$ cat src/rtl/cfp_pkg.sv
package cfp_pkg;
  // ==========================================================================
  // Register offsets
  localparam logic [7:0] OVERCURRENT_LIMIT_SEL_OFS = 8'h15;
  localparam logic [7:0] OVERVOLTAGE_LEVEL_SEL_OFS = 8'h17;
  localparam logic [7:0] OVERTEMP_LEVEL_SEL_OFS    = 8'h19;
  localparam logic [7:0] BUS_ID_BASE_OFS           = 8'h1E;
  localparam logic [7:0] FAULT_STATUS_OFS          = 8'h1F;
  // ==========================================================================
  // Reset values
  localparam logic [7:0] BUS_ID_BASE_RST  = 8'h08;
  localparam logic [2:0] OC_SEL_RST       = 3'h2;
  localparam logic [1:0] OV_SEL_RST       = 2'h3;
  localparam logic [1:0] OT_SEL_RST       = 2'h3;
  localparam logic [7:0] UNMAPPED_RD      = 8'h00;
  // ==========================================================================
  // Field widths
  localparam int OC_SEL_W  = 3;
  localparam int LVL_SEL_W = 2;
  localparam int OFS_W     = 3;
  // ==========================================================================
  // Threshold codes (the analog side turns these into levels)
  localparam logic [1:0] OC_CODE_4A      = 2'h0;
  localparam logic [1:0] OC_CODE_6A      = 2'h1;
  localparam logic [1:0] OC_CODE_DEFAULT = 2'h2;
  // Over-voltage percent of target
  localparam logic [7:0] OV_PCT_0 = 8'd105;
  localparam logic [7:0] OV_PCT_1 = 8'd110;
  localparam logic [7:0] OV_PCT_2 = 8'd115;
  localparam logic [7:0] OV_PCT_3 = 8'd120;
  localparam logic [7:0] OV_HYST_PCT = 8'd5;
  // Over-temperature trip in degrees C
  localparam logic [7:0] OT_DEG_0 = 8'd75;
  localparam logic [7:0] OT_DEG_1 = 8'd85;
  localparam logic [7:0] OT_DEG_2 = 8'd125;
  localparam logic [7:0] OT_DEG_3 = 8'd145;
  localparam logic [7:0] OT_HYST_DEG = 8'd25;
  // ==========================================================================
  // Timing
  localparam int CLK_HZ       = 40_000_000;
  localparam int CLK_PERIOD_PS = 25_000;
  localparam int TON_MIN_NS   = 30;
  localparam int TOFF_MIN_NS  = 120;
  localparam int OV_FILT_NS   = 5_000;
  localparam int TON_MIN_CYC  = (TON_MIN_NS * 1000 + CLK_PERIOD_PS - 1) / CLK_PERIOD_PS;
  localparam int TOFF_MIN_CYC = (TOFF_MIN_NS * 1000 + CLK_PERIOD_PS - 1) / CLK_PERIOD_PS;
  localparam int OV_FILT_CYC  = (OV_FILT_NS * 1000 + CLK_PERIOD_PS - 1) / CLK_PERIOD_PS;
  localparam int HICCUP_CYC_DEF = 4096;
  // ==========================================================================
  // Supervisor states, Gray on ST_OFF-ST_SOFT-ST_RUN-ST_OC_DRAIN-ST_HICCUP; steps such as ST_HICCUP to ST_SOFT change more bits
  typedef enum logic [2:0] {
    ST_OFF      = 3'b000,
    ST_SOFT     = 3'b001,
    ST_RUN      = 3'b011,
    ST_OC_DRAIN = 3'b010,
    ST_HICCUP   = 3'b110,
    ST_OV_LATCH = 3'b111,
    ST_OT_WAIT  = 3'b101
  } cfp_state_t;
  // Switching phase
  typedef enum logic [1:0] {
    PH_IDLE = 2'b00,
    PH_ON   = 2'b01,
    PH_OFF  = 2'b11
  } cfp_phase_t;
endpackage : cfp_pkg

$ cat src/rtl/cfp_supervisor.sv
`timescale 1ns/1ps
module cfp_supervisor #(
  parameter int HICCUP_CYC = cfp_pkg::HICCUP_CYC_DEF
) (
  input  wire logic       i_core_clk,
  input  wire logic       i_rst,
  input  wire logic       i_run_ctrl,
  input  wire logic [2:0] i_strap_offset,
  input  wire logic       i_strap_valid,
  input  wire logic       i_reg_wr,
  input  wire logic       i_reg_rd,
  input  wire logic [7:0] i_reg_addr,
  input  wire logic [7:0] i_reg_wdata,
  input  wire logic       i_pwm_demand,
  input  wire logic       i_ramp_done,
  input  wire logic       i_sense_low,
  input  wire logic       i_oc_trip,
  input  wire logic       i_zero_current,
  input  wire logic       i_ov_trip,
  input  wire logic       i_ov_clear,
  input  wire logic       i_ot_trip,
  input  wire logic       i_ot_clear,
  output logic [7:0]      o_reg_rdata,
  output logic [7:0]      o_bus_id,
  output logic            o_bus_id_valid,
  output logic            o_hs_gate,
  output logic            o_ls_gate,
  output logic            o_ramp_enable,
  output logic            o_output_good_flag,
  output logic            o_bias_enable,
  output logic [1:0]      o_oc_code,
  output logic [7:0]      o_ov_pct,
  output logic [7:0]      o_ov_release_pct,
  output logic [7:0]      o_ot_deg,
  output logic [7:0]      o_ot_release_deg,
  output logic            o_fault_event
);

  // ==========================================================================
  // Decoders
  function automatic logic [1:0] oc_decode(input logic [2:0] sel);
    case (sel)
      3'h0:    oc_decode = cfp_pkg::OC_CODE_4A;
      3'h1:    oc_decode = cfp_pkg::OC_CODE_6A;
      default: oc_decode = cfp_pkg::OC_CODE_DEFAULT;
    endcase
  endfunction : oc_decode

  function automatic logic [7:0] ov_decode(input logic [1:0] sel);
    case (sel)
      2'h0:    ov_decode = cfp_pkg::OV_PCT_0;
      2'h1:    ov_decode = cfp_pkg::OV_PCT_1;
      2'h2:    ov_decode = cfp_pkg::OV_PCT_2;
      default: ov_decode = cfp_pkg::OV_PCT_3;
    endcase
  endfunction : ov_decode

  function automatic logic [7:0] ot_decode(input logic [1:0] sel);
    case (sel)
      2'h0:    ot_decode = cfp_pkg::OT_DEG_0;
      2'h1:    ot_decode = cfp_pkg::OT_DEG_1;
      2'h2:    ot_decode = cfp_pkg::OT_DEG_2;
      default: ot_decode = cfp_pkg::OT_DEG_3;
    endcase
  endfunction : ot_decode

  // ==========================================================================
  // Input synchronisers, three stages, change when stages two and three agree
  localparam int NSYNC = 8;
  logic [NSYNC-1:0] async_in;
  logic [NSYNC-1:0] sync_s1;
  logic [NSYNC-1:0] sync_s2;
  logic [NSYNC-1:0] sync_s3;
  logic [NSYNC-1:0] clean;
  assign async_in = {i_run_ctrl, i_sense_low, i_oc_trip, i_zero_current,
                     i_ov_trip, i_ov_clear, i_ot_trip, i_ot_clear};

  genvar g;
  generate
    for (g = 0; g < NSYNC; g++) begin : g_sync
      always_ff @(posedge i_core_clk or posedge i_rst) begin
        if (i_rst) begin
          sync_s1[g] <= 1'b0;
          sync_s2[g] <= 1'b0;
          sync_s3[g] <= 1'b0;
          clean[g]   <= 1'b0;
        end else begin
          sync_s1[g] <= async_in[g];
          sync_s2[g] <= sync_s1[g];
          sync_s3[g] <= sync_s2[g];
          if (sync_s2[g] == sync_s3[g]) begin
            clean[g] <= sync_s3[g];
          end
        end
      end
    end
  endgenerate

  logic run_s, sense_low_s, oc_s, zero_s, ov_s, ov_clr_s, ot_s, ot_clr_s;
  assign {run_s, sense_low_s, oc_s, zero_s, ov_s, ov_clr_s, ot_s, ot_clr_s} = clean;

  // ==========================================================================
  // Registers
  logic [7:0]                   bus_id_base_reg;
  logic [cfp_pkg::OC_SEL_W-1:0] oc_sel_reg;
  logic [cfp_pkg::LVL_SEL_W-1:0] ov_sel_reg;
  logic [cfp_pkg::LVL_SEL_W-1:0] ot_sel_reg;

  always_ff @(posedge i_core_clk or posedge i_rst) begin
    if (i_rst) begin
      bus_id_base_reg <= cfp_pkg::BUS_ID_BASE_RST;
      oc_sel_reg      <= cfp_pkg::OC_SEL_RST;
      ov_sel_reg      <= cfp_pkg::OV_SEL_RST;
      ot_sel_reg      <= cfp_pkg::OT_SEL_RST;
    end else if (i_reg_wr) begin
      case (i_reg_addr)
        cfp_pkg::BUS_ID_BASE_OFS:           bus_id_base_reg <= i_reg_wdata;
        cfp_pkg::OVERCURRENT_LIMIT_SEL_OFS: oc_sel_reg <= i_reg_wdata[2:0];
        cfp_pkg::OVERVOLTAGE_LEVEL_SEL_OFS: ov_sel_reg <= i_reg_wdata[1:0];
        cfp_pkg::OVERTEMP_LEVEL_SEL_OFS:    ot_sel_reg <= i_reg_wdata[1:0];
        default: ;
      endcase
    end
  end

  // ==========================================================================
  // Address offset, caught once after reset
  logic [cfp_pkg::OFS_W-1:0] offset_reg;
  logic                      offset_done_reg;

  always_ff @(posedge i_core_clk or posedge i_rst) begin
    if (i_rst) begin
      offset_reg      <= '0;
      offset_done_reg <= 1'b0;
    end else if (!offset_done_reg && i_strap_valid) begin
      offset_reg      <= i_strap_offset;
      offset_done_reg <= 1'b1;
    end
  end

  always_ff @(posedge i_core_clk or posedge i_rst) begin
    if (i_rst) begin
      o_bus_id       <= 8'h00;
      o_bus_id_valid <= 1'b0;
    end else begin
      o_bus_id       <= bus_id_base_reg + {5'h00, offset_reg};
      o_bus_id_valid <= offset_done_reg;
    end
  end

  // ==========================================================================
  // Threshold outputs
  always_ff @(posedge i_core_clk or posedge i_rst) begin
    if (i_rst) begin
      o_oc_code        <= 2'h0;
      o_ov_pct         <= 8'h00;
      o_ov_release_pct <= 8'h00;
      o_ot_deg         <= 8'h00;
      o_ot_release_deg <= 8'h00;
    end else begin
      o_oc_code        <= oc_decode(oc_sel_reg);
      o_ov_pct         <= ov_decode(ov_sel_reg);
      o_ov_release_pct <= ov_decode(ov_sel_reg) - cfp_pkg::OV_HYST_PCT;
      o_ot_deg         <= ot_decode(ot_sel_reg);
      o_ot_release_deg <= ot_decode(ot_sel_reg) - cfp_pkg::OT_HYST_DEG;
    end
  end

  // ==========================================================================
  // Over-voltage filter
  logic [15:0] ov_cnt_reg;
  logic        ov_fault;
  assign ov_fault = (ov_cnt_reg == 16'(cfp_pkg::OV_FILT_CYC));

  always_ff @(posedge i_core_clk or posedge i_rst) begin
    if (i_rst) begin
      ov_cnt_reg <= '0;
    end else if (!ov_s) begin
      ov_cnt_reg <= '0;
    end else if (!ov_fault) begin
      ov_cnt_reg <= ov_cnt_reg + 16'h0001;
    end
  end

  // ==========================================================================
  // Supervisor state machine
  cfp_pkg::cfp_state_t state_reg;
  cfp_pkg::cfp_phase_t phase_reg;
  logic [31:0]         blank_cnt_reg;
  logic                ls_discharge_reg;

  always_ff @(posedge i_core_clk or posedge i_rst) begin
    if (i_rst) begin
      state_reg     <= cfp_pkg::ST_OFF;
      blank_cnt_reg <= '0;
    end else if (!run_s) begin
      state_reg     <= cfp_pkg::ST_OFF;
      blank_cnt_reg <= '0;
    end else begin
      case (state_reg)
        cfp_pkg::ST_OFF: begin
          state_reg <= cfp_pkg::ST_SOFT;
        end
        cfp_pkg::ST_SOFT, cfp_pkg::ST_RUN: begin
          if (ov_fault) begin
            state_reg <= cfp_pkg::ST_OV_LATCH;
          end else if (ot_s) begin
            state_reg <= cfp_pkg::ST_OT_WAIT;
          end else if (oc_s && phase_reg == cfp_pkg::PH_OFF) begin
            state_reg <= cfp_pkg::ST_OC_DRAIN;
          end else if (state_reg == cfp_pkg::ST_SOFT && i_ramp_done) begin
            state_reg <= cfp_pkg::ST_RUN;
          end
        end
        cfp_pkg::ST_OC_DRAIN: begin
          if (ov_fault) begin
            state_reg <= cfp_pkg::ST_OV_LATCH;
          end else if (zero_s) begin
            state_reg     <= cfp_pkg::ST_HICCUP;
            blank_cnt_reg <= '0;
          end
        end
        cfp_pkg::ST_HICCUP: begin
          if (ov_fault) begin
            state_reg <= cfp_pkg::ST_OV_LATCH;
          end else if (blank_cnt_reg == 32'(HICCUP_CYC - 1)) begin
            state_reg <= cfp_pkg::ST_SOFT;
          end else begin
            blank_cnt_reg <= blank_cnt_reg + 32'h0000_0001;
          end
        end
        cfp_pkg::ST_OT_WAIT: begin
          if (ov_fault) begin
            state_reg <= cfp_pkg::ST_OV_LATCH;
          end else if (ot_clr_s) begin
            state_reg <= cfp_pkg::ST_SOFT;
          end
        end
        cfp_pkg::ST_OV_LATCH: begin
          state_reg <= cfp_pkg::ST_OV_LATCH;
        end
        default: state_reg <= cfp_pkg::ST_OFF;
      endcase
    end
  end

  // Low-side discharge while latched, released below hysteresis level
  always_ff @(posedge i_core_clk or posedge i_rst) begin
    if (i_rst) begin
      ls_discharge_reg <= 1'b0;
    end else if (state_reg != cfp_pkg::ST_OV_LATCH) begin
      ls_discharge_reg <= 1'b1;
    end else if (ov_clr_s) begin
      ls_discharge_reg <= 1'b0;
    end
  end

  // ==========================================================================
  // Switching phase: minimum on and off times
  logic [7:0]          phase_cnt_reg;
  logic                active;
  logic                switching;
  logic                sense_low_hold;
  assign active    = run_s && (state_reg == cfp_pkg::ST_SOFT || state_reg == cfp_pkg::ST_RUN);
  assign switching = active && !ov_fault && !ot_s;
  assign sense_low_hold = sense_low_s && state_reg == cfp_pkg::ST_SOFT;

  always_ff @(posedge i_core_clk or posedge i_rst) begin
    if (i_rst) begin
      phase_reg     <= cfp_pkg::PH_IDLE;
      phase_cnt_reg <= '0;
    end else if (!switching) begin
      phase_reg     <= cfp_pkg::PH_IDLE;
      phase_cnt_reg <= '0;
    end else begin
      case (phase_reg)
        cfp_pkg::PH_IDLE: begin
          phase_reg     <= cfp_pkg::PH_ON;
          phase_cnt_reg <= '0;
        end
        cfp_pkg::PH_ON: begin
          if (phase_cnt_reg >= 8'(cfp_pkg::TON_MIN_CYC - 1) &&
              (!i_pwm_demand || sense_low_hold)) begin
            phase_reg     <= cfp_pkg::PH_OFF;
            phase_cnt_reg <= '0;
          end else begin
            phase_cnt_reg <= phase_cnt_reg + 8'h01;
          end
        end
        cfp_pkg::PH_OFF: begin
          if (phase_cnt_reg >= 8'(cfp_pkg::TOFF_MIN_CYC - 1) && i_pwm_demand) begin
            phase_reg     <= cfp_pkg::PH_ON;
            phase_cnt_reg <= '0;
          end else if (phase_cnt_reg != 8'hFF) begin
            phase_cnt_reg <= phase_cnt_reg + 8'h01;
          end
        end
        default: phase_reg <= cfp_pkg::PH_IDLE;
      endcase
    end
  end

  // ==========================================================================
  // Gate and status outputs, faults act combinationally
  always_comb begin
    o_hs_gate = switching && phase_reg == cfp_pkg::PH_ON;
    case (state_reg)
      cfp_pkg::ST_OC_DRAIN: o_ls_gate = run_s && !ov_fault;
      cfp_pkg::ST_OV_LATCH: o_ls_gate = run_s && ls_discharge_reg;
      default: o_ls_gate = (switching && phase_reg == cfp_pkg::PH_OFF) ||
                           (run_s && ov_fault && !ot_s);
    endcase
    o_ramp_enable      = switching && !oc_s;
    o_output_good_flag = state_reg == cfp_pkg::ST_RUN && switching && !oc_s;
  end

  assign o_bias_enable = 1'b1;

  always_ff @(posedge i_core_clk or posedge i_rst) begin
    if (i_rst) begin
      o_fault_event <= 1'b0;
    end else begin
      o_fault_event <= active && (oc_s || ov_fault || ot_s);
    end
  end

  // ==========================================================================
  // Register read
  always_ff @(posedge i_core_clk or posedge i_rst) begin
    if (i_rst) begin
      o_reg_rdata <= cfp_pkg::UNMAPPED_RD;
    end else if (i_reg_rd) begin
      case (i_reg_addr)
        cfp_pkg::BUS_ID_BASE_OFS:           o_reg_rdata <= bus_id_base_reg;
        cfp_pkg::OVERCURRENT_LIMIT_SEL_OFS: o_reg_rdata <= {5'h00, oc_sel_reg};
        cfp_pkg::OVERVOLTAGE_LEVEL_SEL_OFS: o_reg_rdata <= {6'h00, ov_sel_reg};
        cfp_pkg::OVERTEMP_LEVEL_SEL_OFS:    o_reg_rdata <= {6'h00, ot_sel_reg};
        cfp_pkg::FAULT_STATUS_OFS:          o_reg_rdata <= {5'h00, state_reg};
        default:                            o_reg_rdata <= cfp_pkg::UNMAPPED_RD;
      endcase
    end
  end

endmodule : cfp_supervisor

$ cat config.mk
export PLATFORM = sky130hd
export DESIGN_NAME = cfp_supervisor
export DESIGN_NICKNAME = d
export VERILOG_FILES = /design/src/rtl/cfp_pkg.sv /design/src/rtl/cfp_supervisor.sv
export SDC_FILE = /design/constraint.sdc
export NUM_CORES = 1
export LEC_CHECK = 0
export BUFFER_PORTS_ARGS = -buffer_cell sky130_fd_sc_hd__buf_2
export CORE_ASPECT_RATIO = 1.2
export CORE_UTILIZATION = 60
export CTS_CLUSTER_DIAMETER = 80
export DETAILED_ROUTE_END_ITERATION = 10
export PLACE_DENSITY = 0.8
export SLEW_MARGIN = 20
export SYNTH_ARGS = -nofsm -noshare
export SYNTH_HDL_FRONTEND = slang
export SYNTH_SLANG_ARGS = --single-unit
$ cat constraint.sdc
create_clock -name i_core_clk -period 10 [get_ports i_core_clk]
set_input_delay 3 -clock i_core_clk [delete_from_list [all_inputs] [get_ports i_core_clk]]
set_output_delay 3 -clock i_core_clk [all_outputs]
set_load 0.005 [all_outputs]
# == After elaboration in Yosys (flattened, before gate mapping) ==
# Cells that the tools add are included.
# op_classes
n_addsub,6
magnitude_cmp,2
eq_ne,44
n_mux,36
reduce_logical,44
# op_table
op,n
32-bit 2-to-1 mux,5
32-bit one-hot mux with 2 select lines,1
8-bit one-hot mux with 3 select lines,2
"8-bit by 5-bit equality test with 1-bit output, second input constant",5
8-bit one-hot mux with 5 select lines,1
3-bit 2-to-1 mux,11
"32-bit by 1-bit adder with 32-bit output, second input constant",1
"32-bit by 12-bit equality test with 1-bit output, second input constant",1
16-bit 2-to-1 mux,2
8-bit 2-to-1 mux,4
"3-bit inequality test, second input constant",7
1-bit logical AND,19
3-bit one-hot mux with 6 select lines,1
"16-bit by 1-bit adder with 16-bit output, second input constant",1
"16-bit by 8-bit equality test with 1-bit output, second input constant",1
"4-bit inequality test, second input constant",4
5-bit one-hot mux with 3 select lines,1
2-bit AND reduction,6
"3-bit equality test, second input constant",3
"8-bit by 1-bit adder with 8-bit output, second input constant",1
8-bit by 3-bit adder with 8-bit output,1
1-bit equality test,8
"8-bit by 1-bit >= comparator with 1-bit output, second input constant",1
"8-bit by 3-bit >= comparator with 1-bit output, second input constant",1
24 further kinds,44
# totals
regBits,165
in_bits,34
out_inout_bits,57
word_cells,185

# == Logic depth before layout (Yosys ltp) ==
# Gate-level depths: netlist of the first run.
# depth
ltp_word,8
ltp_mapped,9
depth_no_buf,8

# == Worst setup path after synthesis of the first run ==
# Ideal clock, no wire load.
# synth_path
path_type,reg2out
startpoint,reg ov_cnt_reg[0]
endpoint,out o_ls_gate
arrival_time_ns,1.752
required_time_ns,7.000
slack_ns,5.248
stages_incl_launch_ff,10
n_path_buf,2
path_cell_list,dfrtp_1 inv_1 ha_1 nor4bb_1 nand4_1 buf_2 buf_2 o32ai_1 a21oi_1 nor2_1
# synth_between
elab_chain_len,7
word_cells_on_any_way,10
classes_between,eq/ne: 1; mux: 1; reduce/logical: 8
# synth_rtl
element,line,text
start: declaration,cfp_supervisor.sv:171,logic [15:0] ov_cnt_reg;
start signal: assignment,cfp_supervisor.sv:181,ov_cnt_reg <= ov_cnt_reg + 16'h0001;
16-bit by 8-bit equality test with 1-bit output (*),cfp_supervisor.sv:173,assign ov_fault = (ov_cnt_reg == 16'(cfp_pkg::OV_FILT_CYC));
1-bit zero test,"cfp_supervisor.sv:265, cfp_supervisor.sv:308",
1-bit logical AND (2 in a row),cfp_supervisor.sv:265,assign switching = active && !ov_fault && !ot_s;
1-bit logical AND,cfp_supervisor.sv:310,default: o_ls_gate = (switching && phase_reg == cfp_pkg::PH_OFF) ||
1-bit logical OR,cfp_supervisor.sv:310,
1-bit one-hot mux with 2 select lines (*),cfp_supervisor.sv:307,case (state_reg)
end: declaration,cfp_supervisor.sv:27,"output logic o_ls_gate,"
# Every way passes the cells marked *; elsewhere a longest branch is shown, timed or not.

# == Worst setup path in the final report of the first run ==
# layout_path
startpoint,reg ov_cnt_reg[0]
endpoint,out o_output_good_flag
# layout_between
elab_chain_len,6
# layout_rtl
element,line,text
16-bit by 8-bit equality test with 1-bit output,cfp_supervisor.sv:173,
1-bit zero test,cfp_supervisor.sv:265,
1-bit logical AND (2 in a row),cfp_supervisor.sv:265,
1-bit logical AND (2 in a row),cfp_supervisor.sv:314,o_output_good_flag = state_reg == cfp_pkg::ST_RUN && switching && !oc_s;
end: declaration,cfp_supervisor.sv:29,"output logic o_output_good_flag,"
# No other way between the ends.

==> flow_summary.yaml, run 1 <==
synthesis:
  yosysWarnings: 0
  netlist_top_cells_area: "dfrtp_1 (52%), o21ai_0 (4.9%), ha_1 (4.5%), mux2_2 (2.3%), xnor2_1 (2.3%)"
  yosys-top-cells-count: "dfrtp_1 (150), o21ai_0 (71), nand2_1 (41)"
  ys_seq_area_frac: 0.538
  yosysTopAreaCell: "dfrtp_1"
  ys_ff_latch: 156
  syn_area_um2: 7270
  synth_cells: 678
  synthFlopType: "dfrtp_1"
  ys_types: 66
  synth_top_area_share: 0.517
  synthArstFlopShare: 1.00
  synth_most_common_cell: "dfrtp_1"
  synth_edf_count: 0
  postSynthAreaPerCell_um2: 10.7
cts:
  h-tree-depth: 4
  cts_setup_buffers: 0
  postCtsHoldBufs: 0
  cts_resized: 0
  clock-root-buffer: "clkbuf_16"
  cts_buffer_depth: 2
  cts_buffers: 17
  clk_pin_slew_ps: 60
  clock-sinks: 156
  clock_latency_ps: 420
  cts_tree: "yes"
finish:
  largest_reg_flops: 32
  fin_util: 0.713
  fillCellCount: 820
  final_area_um2: 8320
  diodes: 0
  area_growth_pct: 14.5
  drive_above_1_share: 0.209
  nNetsFinal: 813
routing:
  detail_route.wl_per_cell_um: 16.6
  viasPerCell: 5.90
  drtPass1Iterations: 5
  wirelength_mm: 15.3
  ant_nets: 0
  dr.first_iter.drc_count: 328
  drc: 0
  vias: 5438
timing:
  fmax_ghz: 0.184
  worst_slew_pin_slew_ps: 885
  setup_viol: 0
  drv_slew: 0
  slew_headroom: 0.410
  fin_ws_ps: 4560
  timing.final.crit_share: 0.544
  fin_worst_skew_ps: 8.26
  hold_violations: 0
  rsz0062_at_grt: "no"
  fin_setup_tns_ps: 0
  finalHoldWorstSlack_ps: 347
  fin_crit_ps: 5440
place:
  gp_congestion: 0.831
  dp_hpwl_mm: 9.95
  post-place-ws_ps: 5040
  portBuffers: 86
  placed_area_um2: 7720
floorplan:
  dieArea_um2: 12600
  coreArea_um2: 11700
  dieHeight_um: 123
  fp.dieW_um: 102
  rows: 43
  initial_core_util: 0.622
  pin_count: 91
worst_setup_path:
  end_kind: "primary output"
  crit_path_top_delay_cell: "dfrtp_1"
  worst-path-buf-inv: 3
  slowest_delay_ps: 420
  crit_family: "simple AND/OR/NAND/NOR gates"
  arrival_ps: 2440
  path_class: "register to primary output"
  critPathLaunchType: "register"
  critPathMaxFanout: 22
  cp_cell_sequence: "inv_1 -> ha_1 -> nor4bb_1 -> nand4_1 -> buf_4 -> nand2_1 -> nor2_1 -> and2_1 -> buf_2"
  critPathRequiredTime_ps: 7000
grt:
  gr-total-overflow: 0
  grt_pass1_vias: 5408
  grt_max_degree: 102
  grt_pass1_wl_mm: 25.6
  antenna_found_initial: 0
  grt.total_usage: 0.264
power:
  power.leakage_nw: 3.78
  irDropWorstVdd_uv: 126
  power_density_nw_per_um2: 176
min_path:
  min_path_type: "register to register"
outcome:
  status: "completed"
flow_run:
  cap_violations: 0
## routing by layer
layer	share of wire	track usage	routed length, um	vias to the layer above
li1	-	-	-	2536
met1	0.42	0.342	6460	2673
met2	0.50	0.425	7690	188
met3	0.048	0.0621	740	41
met4	0.026	0.116	403	0
met5	0	0	0	-
## power breakdown
group / internal, mW / switching, mW
logic: 0.0495 / 0.0685
clock network: 0.394 / 0.258
registers: 0.662 / 0.0301
total: 1.11 / 0.356
## worst register-to-register path, cell delays in order, from the launching register on
cell and delay (ps):
dfrtp_1 420, inv_1 130, ha_1 160, nor4bb_1 240, nand4_1 130, buf_4 230
o211a_1 190, a21oi_4 640, nand4b_1 260, a21oi_1 90
## cells by family after synthesis
logic type	Yosys count	share of synthesized area
buffers and inverters	72	0.0468
DFF	156	0.538
other	2	0.00103
AOI/OAI and AO/OA	143	0.122
xor gates and xnor gates	23	0.0277
adders and majority gates	35	0.0585
and+or+nand+nor	228	0.177
muxes	19	0.0288
## stage by stage
step                cells  power [mW]
floorplan             681       0.779
global placement      890       0.813
detailed placement    890       0.820
CTS                   922        1.47
global route          922        1.51
finish                922        1.46
## cell type report
type                    count  area [um^2]  share of cell area
flip-flops and latches    156         3910               0.470
multi-input cells         453         3030               0.364
repair buffers             88          445              0.0535
clock buffers              19          433              0.0520
well taps                 157          196              0.0236
clock inverters            13          166              0.0200
inverters                  36          140              0.0168
## final timing paths
kind | start | slack [ps] | cells past startpoint | to
setup / recovery | ov_cnt_reg[0] | 4560 | 9 | o_output_good_flag
hold reg to reg | sync_s1[7] | 350 | 0 | sync_s2[7]
max in group asynchronous | i_rst | 5990 | 3 | blank_cnt_reg[25]
hold / removal | sync_s1[7] | 350 | 0 | sync_s2[7]
min in group asynchronous | i_rst | 2770 | 2 | o_ot_release_deg[3]
setup reg to reg | ov_cnt_reg[0] | 7390 | 9 | blank_cnt_reg[25]
## layout by cell type, fill, tap and decap left out, drive strengths merged, types with 4 or more instances in the layout
cell type | synthesis | layout
nor3b | 9 | 9
clkbuf | 14 | 19
xnor2 | 19 | 19
nand2b | 6 | 6
and4 | 8 | 8
o31ai | 5 | 5
clkinv | 0 | 5
or2 | 4 | 4
dfrtp | 150 | 150
and3 | 13 | 13
xor2 | 4 | 4
maj3 | 8 | 8
o21ai | 74 | 74
mux2 | 15 | 15
nand4 | 22 | 22
nor2b | 9 | 9
a31oi | 13 | 13
nor2 | 37 | 37
mux2i | 4 | 4
buf | 22 | 88
nor3 | 10 | 10
and2 | 18 | 18
ha | 26 | 26
a32o | 4 | 4
dfstp | 6 | 6
nand3 | 27 | 27
a21oi | 20 | 20
nand2 | 41 | 41
conb | 2 | 5
a21o | 4 | 4
inv | 36 | 38
nor4 | 10 | 10
(Power assumes the default switching activity.)
==> inputs of run 2 (changes only) <==
--- a/config.mk
+++ b/config.mk
@@ -5,12 +5,13 @@
 export SDC_FILE = /design/constraint.sdc
 export NUM_CORES = 1
 export LEC_CHECK = 0
+export ABC_AREA = 1
 export BUFFER_PORTS_ARGS = -buffer_cell sky130_fd_sc_hd__buf_2
 export CORE_ASPECT_RATIO = 1.2
-export CORE_UTILIZATION = 60
+export CORE_UTILIZATION = 53
 export CTS_CLUSTER_DIAMETER = 80
 export DETAILED_ROUTE_END_ITERATION = 10
-export PLACE_DENSITY = 0.8
+export PLACE_DENSITY = 0.74
 export SLEW_MARGIN = 20
 export SYNTH_ARGS = -nofsm -noshare
 export SYNTH_HDL_FRONTEND = slang
==> constraint.sdc (replaced) <==
create_clock -name i_core_clk -period 4.6 [get_ports i_core_clk]
set_input_delay 1.38 -clock i_core_clk [delete_from_list [all_inputs] [get_ports i_core_clk]]
set_output_delay 1.38 -clock i_core_clk [all_outputs]
set_load 0.005 [all_outputs]
==> run 2 against run 1 <==
  * Sequential power up 120%
  * Global-route usage down 3.2 points
  * Highest routed layer unchanged
  * Via count up 20%
  * Setup slack worse by 3700 ps
  * Critical path depth up 3
  * Clock power up 100%
  * Synthesized area up 9.7%
  * Largest cell class unchanged
  * Critical path type unchanged
  * Utilization down 8.9 points
  * Clock skew up 0.60 ps
==> flow_summary.yaml, run 2 <==
outcome:
  status: "completed"
routing:
  ant_nets: 0
  viasPerCell: 5.11
  drtPass1Iterations: 5
  dr.first_iter.drc_count: 394
  drc: 0
  wirelength_mm: 16.7
  vias: 6509
  detail_route.wl_per_cell_um: 13.1
grt:
  grt_pass1_wl_mm: 28.2
  gr-total-overflow: 0
  grt.total_usage: 0.232
  grt_pass1_vias: 6208
  grt_max_degree: 101
  antenna_found_initial: 0
synthesis:
  synth_cells: 977
  synth_edf_count: 0
  yosysTopAreaCell: "dfrtp_1"
  synth_top_area_share: 0.471
  syn_area_um2: 7970
  yosys-top-cells-count: "nand2_1 (273), dfrtp_1 (150), inv_1 (112)"
  ys_ff_latch: 156
  ys_types: 40
  yosysWarnings: 0
  netlist_top_cells_area: "dfrtp_1 (47%), nand2_1 (13%), inv_1 (5.3%), nor2_1 (4.2%), ha_1 (4.1%)"
  ys_seq_area_frac: 0.491
  postSynthAreaPerCell_um2: 8.16
  synth_most_common_cell: "nand2_1"
  synthArstFlopShare: 1.00
  synthFlopType: "dfrtp_1"
floorplan:
  initial_core_util: 0.549
  pin_count: 91
  fp.dieW_um: 114
  coreArea_um2: 14500
  dieArea_um2: 15500
  rows: 48
  dieHeight_um: 136
cts:
  cts_tree: "yes"
  clock-root-buffer: "clkbuf_16"
  cts_resized: 0
  h-tree-depth: 4
  cts_buffer_depth: 2
  clk_pin_slew_ps: 70
  postCtsHoldBufs: 0
  clock_latency_ps: 430
  cts_setup_buffers: 0
  cts_buffers: 17
  clock-sinks: 156
timing:
  fmax_ghz: 0.266
  hold_violations: 0
  rsz0062_at_grt: "no"
  fin_setup_tns_ps: 0
  fin_crit_ps: 3760
  fin_ws_ps: 838
  finalHoldWorstSlack_ps: 346
  setup_viol: 0
  slew_headroom: 0.574
  worst_slew_pin_slew_ps: 638
  fin_worst_skew_ps: 8.86
  timing.final.crit_share: 0.818
  drv_slew: 0
min_path:
  min_path_type: "register to register"
power:
  power.leakage_nw: 4.42
  irDropWorstVdd_uv: 314
  power_mw: 3.20
  power_density_nw_per_um2: 352
finish:
  area_growth_pct: 13.8
  largest_reg_flops: 32
  nNetsFinal: 1121
  final_area_um2: 9080
  layout_common_cells: "nand2_1 (273), dfrtp_1 (150), inv_1 (111), nor2_1 (90), buf_2 (86)"
  diodes: 0
  fin_util: 0.624
  layout_commonest_cell: "nand2_1"
  drive_above_1_share: 0.156
  fin_cells: 1273
place:
  gp_congestion: 0.934
  place_inst: 1241
  dp_hpwl_mm: 12.1
  post-place-ws_ps: 1310
  placed_area_um2: 8520
  portBuffers: 86
worst_setup_path:
  end_kind: "primary output"
  cpMostUsedCell: "nand2_1"
  path_class: "register to primary output"
  worst-path-buf-inv: 3
  r2r_slack_ps: 2230
  crit_path_top_delay_cell: "dfrtp_1"
  critPathRequiredTime_ps: 3220
  slowest_delay_ps: 400
  critPathMaxFanout: 9
  arrival_ps: 2380
  critPathLaunchType: "register"
  cp_cell_sequence: "inv_1 -> ha_1 -> nand4_1 -> nor2_1 -> nand2_1 -> nand3_2 -> inv_2 -> nand2_1 -> nand2_1 -> nand2_1 -> o21ai_0 -> buf_2"
  crit_family: "simple AND/OR/NAND/NOR gates"
flow_run:
  cap_violations: 0
[run 2: cell type report]
type	count	area, um^2
well taps	200	250
multi-input cells	678	3450
clock inverters	14	125
fillers	1296	5460
inverters	118	447
repair buffers	89	465
clock buffers	18	429
flip-flops and latches	156	3910
[run 2: worst paths after layout]
path	depth (start not counted)	end	from
max	12	o_ls_gate	ov_cnt_reg[0]
min	0	sync_s2[4]	sync_s1[4]
max reg2reg	9	blank_cnt_reg[17]	state_reg[1]
min reg2reg	0	sync_s2[4]	sync_s1[4]
max in group asynchronous	3	ov_sel_reg[1]	i_rst
min in group asynchronous	2	blank_cnt_reg[1]	i_rst
[run 2: logic make-up after synthesis]
group	synth area share
XOR/XNOR	0.0209
multiplexers	0.00706
adder cells (fa/ha/maj)	0.0534
other	0.000942
AO/OA/AOI/OAI	0.0675
AND/OR/NAND/NOR	0.281
buffers and inverters	0.0783
flip-flops	0.491
[run 2: routing by layer]
layer | track usage | vias up | wire, um
met5 | 0 | - | 0
met4 | 0.102 | 0 | 455
met3 | 0.0473 | 31 | 844
met2 | 0.388 | 186 | 7990
met1 | 0.292 | 3004 | 7440
li1 | - | 3288 | -
[run 2: where the power goes]
| group | switching, mW | internal (mW) | total [mW] |
|---|---|---|---|
| Sequential | 0.0541 | 1.44 | 1.49 |
| Combinational | 0.275 | 0.115 | 0.390 |
| Clock | 0.606 | 0.712 | 1.32 |
